### config.mk
export PLATFORM = sky130hd
export DESIGN_NAME = svm_monitor
export DESIGN_NICKNAME = d
export VERILOG_FILES = /design/src/verilog/svm_pkg.sv /design/src/verilog/svm_sync.sv /design/src/verilog/svm_monitor.sv
export SDC_FILE = /design/constraint.sdc
export NUM_CORES = 1
export LEC_CHECK = 0
export BUFFER_PORTS_ARGS = -buffer_cell sky130_fd_sc_hd__buf_2
export CORE_AREA = 4 4 67 69
export DETAILED_ROUTE_END_ITERATION = 6
export DIE_AREA = 0 0 71 73
export PLACE_DENSITY = 0.69
export REMOVE_ABC_BUFFERS = 1
export SETUP_SLACK_MARGIN = 0.02
export SYNTH_ARGS = -nofsm -noshare
export SYNTH_HDL_FRONTEND = slang
export SYNTH_SLANG_ARGS = --single-unit
### constraint.sdc
create_clock -name clock -period 4.68 [get_ports clock]
set_input_delay 1.404 -clock clock [delete_from_list [all_inputs] [get_ports clock]]
set_output_delay 1.404 -clock clock [all_outputs]
set_load 0.01 [all_outputs]
### src/verilog/svm_pkg.sv
`default_nettype none
package svm_pkg;
	localparam logic [7:0] SVM_MON_ADDR      = 8'h11;
	localparam int         SVM_OK_BIT        = 5;
	localparam int         SVM_HR_BIT        = 4;
	localparam int         SVM_SPARE_BIT     = 6;
	localparam logic [3:0] SVM_VTH_RST       = 4'h2;
	localparam logic       SVM_HR_RST        = 1'b0;
	localparam logic       SVM_SPARE_RST     = 1'b0;
	localparam logic       SVM_OK_RST        = 1'b0;
	// Threshold table in millivolts: base and step per range
	localparam int         SVM_HI_BASE_MV    = 2550;
	localparam int         SVM_HI_STEP_MV    = 75;
	localparam int         SVM_LO_BASE_MV    = 1700;
	localparam int         SVM_LO_STEP_MV    = 50;
	localparam int         SVM_SYNC_STAGES   = 2;
	// Transceiver power states; the monitor runs only in SVM_ST_ACTIVE and sleeps in the other three
	typedef enum logic [1:0] {
		SVM_ST_ACTIVE,
		SVM_ST_POWER_ON,
		SVM_ST_SLEEP,
		SVM_ST_DEEP
	} svm_pwr_t;
endpackage
`default_nettype wire

### src/verilog/svm_sync.sv
`timescale 1ns/10ps
`default_nettype none
module svm_sync #(
	parameter int STAGES = 2
) (
	input  wire logic clock,
	input  wire logic arst_n,
	input  wire logic clk_en,
	input  wire logic async_in,
	output logic      sync_out
);
	logic [STAGES-1:0] chain_r;

	initial begin
		if (STAGES < 2) $error("svm_sync needs at least two stages");
	end

	always_ff @(posedge clock or negedge arst_n) begin
		if (!arst_n) begin
			chain_r <= '0;
		end else if (clk_en) begin
			chain_r <= {chain_r[STAGES-2:0], async_in};
		end
	end

	assign sync_out = chain_r[STAGES-1];
endmodule
`default_nettype wire

### src/verilog/svm_monitor.sv
`timescale 1ns/10ps
`default_nettype none
// Summary of operation
// - Flag reads 1 when supply above threshold, 0 when below.
// - Range bit 1 selects 75mV steps, 0 selects 50mV steps.
// - High range maps code 0x0 at 2.550V to 0xF at 3.675V.
// - Low range maps code zero at 1.70V to top code at 2.45V.
// - Low-supply event fires only on flag falling from one to zero.
// - Flag never one since power-on means no event.
// - New threshold still above supply with flag low raises no event.
// - Monitor inactive in power-on, sleep and deepest low-power states.
// - Read-only flag at bit 5 of register 0x11, resets to 0.
// - Range bit 4 resets 0; threshold code bits 3..0 reset 0x2.
// - Supply compared to threshold in active state; falling below clears flag, fires event.
module svm_monitor
	import svm_pkg::*;
(
	// Clock, reset, enable
	input  wire logic              clock,
	input  wire logic              arst_n,
	input  wire logic              clk_en,
	// Register port
	input  wire logic [7:0]        reg_addr,
	input  wire logic              reg_wr,
	input  wire logic [7:0]        reg_wdata,
	input  wire logic              reg_rd,
	output logic      [7:0]        reg_rdata,
	// Power state of the transceiver
	input  wire svm_pkg::svm_pwr_t transceiver_state_field,
	// Analog comparator interface
	input  wire logic              external_supply_pin,
	output logic                   supply_monitor_enable,
	output logic      [11:0]       threshold_mv,
	output logic                   high_range_select,
	output logic      [3:0]        threshold_code,
	// Event and flag
	output logic                   supply_above_threshold,
	output logic                   supply_low_event
);
	import svm_pkg::*;

	// ************************************************
	// Register decode
	// ************************************************
	logic [3:0] vth_r;
	logic       hr_r;
	logic       spare_r;
	logic       ok_r;
	logic       evt_r;
	logic [7:0] rdata_q_r;
	logic       cmp_sync;
	logic       mon_active;
	logic       hit;
	logic       wr_hit;
	logic       fall;
	logic       ok_nxt;
	logic [7:0] rd_mux;

	assign hit    = (reg_addr == SVM_MON_ADDR);
	assign wr_hit = hit && reg_wr;

	always_ff @(posedge clock or negedge arst_n) begin
		if (!arst_n) begin
			vth_r   <= SVM_VTH_RST;
			hr_r    <= SVM_HR_RST;
			spare_r <= SVM_SPARE_RST;
		end else if (clk_en && wr_hit) begin
			vth_r   <= reg_wdata[3:0];
			hr_r    <= reg_wdata[SVM_HR_BIT];
			spare_r <= reg_wdata[SVM_SPARE_BIT];
		end
	end

	// Bit 7 reserved reads zero; flag is read only
	assign rd_mux = {1'b0, spare_r, ok_r, hr_r, vth_r};

	always_ff @(posedge clock or negedge arst_n) begin
		if (!arst_n) begin
			rdata_q_r <= 8'h00;
		end else if (clk_en && reg_rd) begin
			rdata_q_r <= hit ? rd_mux : 8'h00;
		end
	end
	assign reg_rdata = rdata_q_r;

	// ************************************************
	// Threshold selection
	// ************************************************
	// Comparator reference, in millivolts, for the analog side
	assign threshold_mv = hr_r
		? 12'(SVM_HI_BASE_MV + SVM_HI_STEP_MV * int'(vth_r))
		: 12'(SVM_LO_BASE_MV + SVM_LO_STEP_MV * int'(vth_r));
	assign high_range_select = hr_r;
	assign threshold_code    = vth_r;

	// ************************************************
	// Comparator capture and event
	// ************************************************
	assign mon_active = (transceiver_state_field == SVM_ST_ACTIVE);
	assign supply_monitor_enable = mon_active;

	// Comparator is asynchronous to the core clock
	svm_sync #(
		.STAGES   (SVM_SYNC_STAGES)
	) u_sync (
		.clock    (clock),
		.arst_n   (arst_n),
		.clk_en   (clk_en),
		.async_in (external_supply_pin),
		.sync_out (cmp_sync)
	);

	// Flag holds its last value while the monitor sleeps
	assign ok_nxt = mon_active ? cmp_sync : ok_r;
	// Only a one-to-zero step fires; a flag that stays low never does
	assign fall   = ok_r && !ok_nxt;

	always_ff @(posedge clock or negedge arst_n) begin
		if (!arst_n) begin
			ok_r  <= SVM_OK_RST;
			evt_r <= 1'b0;
		end else if (clk_en) begin
			ok_r  <= ok_nxt;
			evt_r <= fall;
		end
	end

	assign supply_above_threshold = ok_r;
	assign supply_low_event       = evt_r;

	// ************************************************
	// Checks
	// ************************************************
	a_event_on_fall: assert property (@(posedge clock) disable iff (!arst_n)
		clk_en && $past(clk_en) && supply_low_event |-> $past(ok_r) && !ok_r)
		else $error("event without falling flag");

	a_fall_gives_event: assert property (@(posedge clock) disable iff (!arst_n)
		clk_en && ok_r && !ok_nxt |=> !clk_en || supply_low_event)
		else $error("falling flag did not fire event");

	a_low_no_event: assert property (@(posedge clock) disable iff (!arst_n)
		clk_en && !ok_r && !supply_low_event |=> !clk_en || !supply_low_event)
		else $error("event while flag stayed low");

	a_sleep_holds: assert property (@(posedge clock) disable iff (!arst_n)
		clk_en && !mon_active |=> $stable(ok_r))
		else $error("flag moved while monitor inactive");

	a_flag_tracks: assert property (@(posedge clock) disable iff (!arst_n)
		clk_en && mon_active |=> !clk_en || ok_r == $past(cmp_sync))
		else $error("flag does not follow comparator");

	a_thr_hi: assert property (@(posedge clock) disable iff (!arst_n)
		hr_r |-> threshold_mv == 12'(2550 + 75 * int'(vth_r)))
		else $error("high range threshold wrong");

	a_thr_lo: assert property (@(posedge clock) disable iff (!arst_n)
		!hr_r |-> threshold_mv == 12'(1700 + 50 * int'(vth_r)))
		else $error("low range threshold wrong");

	a_write_fields: assert property (@(posedge clock) disable iff (!arst_n)
		clk_en && wr_hit |=> vth_r == $past(reg_wdata[3:0]) && hr_r == $past(reg_wdata[4]))
		else $error("register write not stored");

	a_read_flag: assert property (@(posedge clock) disable iff (!arst_n)
		clk_en && reg_rd && hit |=> reg_rdata[5] == $past(ok_r) && !reg_rdata[7])
		else $error("read data flag wrong");

	a_write_no_evt: assert property (@(posedge clock) disable iff (!arst_n)
		clk_en && wr_hit && !ok_r |=> !supply_low_event)
		else $error("threshold write fired event with low flag");

	a_enable_freeze: assert property (@(posedge clock) disable iff (!arst_n)
		!clk_en |=> $stable(ok_r) && $stable(supply_low_event) && $stable(vth_r) && $stable(hr_r))
		else $error("state moved while clock enable low");
endmodule
`default_nettype wire

==> results.cfg <==
[status]
status = completed

[global_routing]
wire_length_of_the_first_global_routing_pass_um = 6141
number_of_antenna_violations_at_the_first_check_in_global_routing = 0
track_usage_pct = 14.42
grt_start_max_net_pins = 18
global_route.overflow_total = 0
grt_pass1_vias = 1437

[logic_synthesis]
synth.lib_cells_used.distinct = 38
postSynthRegisterBits = 17
post_synth_inst_count = 169
synth_largest_type_area_fraction_pct = 23.67
synth_largest_area_cell = sky130_fd_sc_hd__dfrtp_1
yosysWarningCount = 0
synth_ff_type = sky130_fd_sc_hd__dfrtp_1
async_flop_share_pct = 100.0
avgSynthCellArea_um2 = 10.01
post_synth_main_area_contributors = sky130_fd_sc_hd__dfrtp_1, sky130_fd_sc_hd__ha_1, sky130_fd_sc_hd__mux2_4, sky130_fd_sc_hd__xnor2_1, sky130_fd_sc_hd__xor2_1
synth-seq-area-share_pct = 25.22
synth_top_cells_by_count = sky130_fd_sc_hd__ha_1, sky130_fd_sc_hd__dfrtp_1, sky130_fd_sc_hd__inv_1, sky130_fd_sc_hd__o21ai_0, sky130_fd_sc_hd__nand2_1
synth.most_common_cell = sky130_fd_sc_hd__ha_1
synth_enable_flop_cells = 0
mappedNetlistArea_um2 = 1692

[drt]
first_iter_violations = 62
met3_length_um = 260
via_count = 1448
wl_per_cell_um = 13.92
met2_wirelength_um = 1915
top_layer_used = met4
detailedRoute.firstPassIterationCount = 5
remaining_drc_errors = 0
drt.antenna.violating_nets = 0
route.layer.met1.wl_um = 1578
routed_via_density = 5.343
drt_wl_total_um = 3773

[setup_path]
setup.worst_path.end_class = output pin
crit_required_ns = 3.28
critical_path.reg2reg.endpoint = high_range_select
crit_chain = inv_1 -> ha_2 -> xnor2_1 -> xnor2_1 -> ha_1 -> fa_2 -> a211oi_2 -> nor2_1 -> o31ai_1 -> xor2_1 -> o21ai_0 -> buf_2
max_stage_delay_ns = 0.44
cp_slowest_cell = sky130_fd_sc_hd__fa_2
crit_path_start_kind = flip-flop
cp_max_fo = 4
worst_path_dominant_cell_family = adder cells
rrSetupSlack_ns = 3.65
critical_path_buf_inv_count = 2
worst-setup-path-type = flip-flop to output pin
worst_r2r_path_depth = 1
cp_common_cell = sky130_fd_sc_hd__xnor2_1
worst_r2r_startpoint = high_range_select
worst-endpoint-arrival_ns = 3.04

[job]
maxCapViolations = 0

[power]
switching_share_pct = 29.86
power.share.combinational_pct = 28.8
power_total_uw = 376.2
internal_power_uw = 263.8
seq_power_share_pct = 42.8
p_leak_uw = 0.001164
peakVddDrop_uv = 202.8
power_density_nw_per_um2 = 181.5
net-switching-power_uw = 112.3
clock_power_share_pct = 28.4

[cells_and_area]
n_antenna_cell = 0
finalNonFillerCells = 271
fill_cells = 386
post-route-util_pct = 52.94
multi_input_area_um2 = 1217
design.final.nets = 278
layout-area-overhead-vs-synth_pct = 22.49
seqCellArea_um2 = 426.7
drive_gt1_share_pct = 34.39

[timing]
fmax_mhz = 225.2
slew-limit-headroom_pct = 65.13
hold_violations = 0
slew_violations = 0
clock_skew_ns = 0.001881
hold_ws_ns = 0.4864
report.final.setup_viol = 0
setup_tns_ns = 0
fin_crit_sh_pct = 94.87
rsz0062_at_grt = false
tightestPinTransition_ns = 0.5231
period_needed_ns = 4.440

[worst_hold_path]
hold_path_depth = 1
worstHoldStart = u_sync.chain_r[1]
timing.hold.worst.class = flip-flop to flip-flop
timing.hold.worst_endpoint = supply_low_event

[cts]
root_buffer = sky130_fd_sc_hd__clkbuf_8
post_cts.repair.setup_buffers = 0
cts.sink_count = 17
cts-buffers-inserted = 3
tritoncts = built
htree_levels = 1
clock_latency_ns = 0.25
clk_transition_reported_paths_ns = 0.06
cts_buffer_depth = 2

[die]
core_area_um2 = 3914
die_height_um = 73
initial_util_pct = 43.22
fp-row-count = 23
dieWidth_um = 71
design.die.area_um2 = 5183
ioPinCount = 52

[placement]
finalWeightedCongestion = 0.7772
dp.final_hpwl_um = 3091
port_buffers = 48
place.detailed.instances = 267
-- worst max-delay path by stage --
stage                      start               end  slack, ns  cells after the start
6_report       threshold_code[2]  threshold_mv[10]       0.24                     12
5_1_grt        threshold_code[2]  threshold_mv[10]       0.03                     13
3_3_place_gp   threshold_code[2]  threshold_mv[10]       0.35                     12
2_1_floorplan  threshold_code[2]  threshold_mv[10]       0.20                     11
3_5_place_dp   threshold_code[2]  threshold_mv[10]       0.33                     12
4_1_cts        threshold_code[2]  threshold_mv[10]       0.05                     12
-- registers in the layout, indices dropped and copies added (netlist names) --
name	count
threshold_code	4
u_sync.chain_r	2
spare_r	1
supply_low_event	1
supply_above_threshold	1
reg_rdata	7
high_range_select	1
-- metal layers --
layer,vias up,GRT usage [%]
li1,710,-
met4,0,2.923
met5,-,0
met1,686,16.64
met3,2,2.479
met2,50,27.81
-- through the flow --
| step | setup slack (ns) | instance area (um2) |
|---|---|---|
| 2_1_floorplan | 0.2005 | 1668 |
| 3_3_place_gp | 0.3494 | 2001 |
| 3_5_place_dp | 0.3339 | 2001 |
| 4_1_cts | 0.04799 | 2047 |
| 5_1_grt | 0.02891 | 2072 |
| 6_report | 0.2399 | 2072 |
-- area by class of cell --
cell class	count	share of cell area, %
clock buffer	3	1.993
timing repair buffer	52	13.04
inverter	13	2.355
tap	50	3.019
clock inverter	1	0.2415
multi-input combinational	135	58.76
sequential	17	20.59
-- timing repair --
action                                  4_1_cts  5_1_grt
endpoints found under the setup margin        0        4
endpoints found under the hold margin         0        0
hold buffers                                  0        0
gates resized for setup                       0        8
-- logic make-up (layout without fill, tap and decap cells) --
| logic type | after synthesis | in the layout | share of synthesized area, % |
|---|---|---|---|
| simple gates | 28 | 28 | 9.542 |
| mux | 11 | 11 | 8.580 |
| compound gates | 47 | 47 | 19.31 |
| buf+inv | 17 | 69 | 4.289 |
| flops | 17 | 17 | 25.22 |
| fa+ha+maj | 32 | 32 | 24.56 |
| other cells | 1 | 1 | 0.2217 |
| xor+xnor | 16 | 16 | 8.284 |
-- power groups by stage --
stage                     sequential (uW)  combinational (uW)  clock [uW]
after floorplan                       165                65.3           0
after global placement                163                 105           0
after detailed placement              164                 107           0
after CTS                             161                 107         109
after global routing                  162                 120         115
final                                 161                 108         107
-- cells in the final DEF (no fill, tap or decap), drive strengths merged, types with 2 or more instances in the layout --
master   count
buf         52
ha          30
dfrtp       16
inv         12
nand2       11
o21ai       11
mux2        10
xor2         8
xnor2        8
a21o         7
nor2         7
a22o         7
a211oi       5
a21oi        4
o31ai        4
nand3        3
clkbuf       3
a2bb2oi      2
o21bai       2
and2         2
clkinv       2
nor4b        2
fa           2
(Power assumes the default switching activity.)
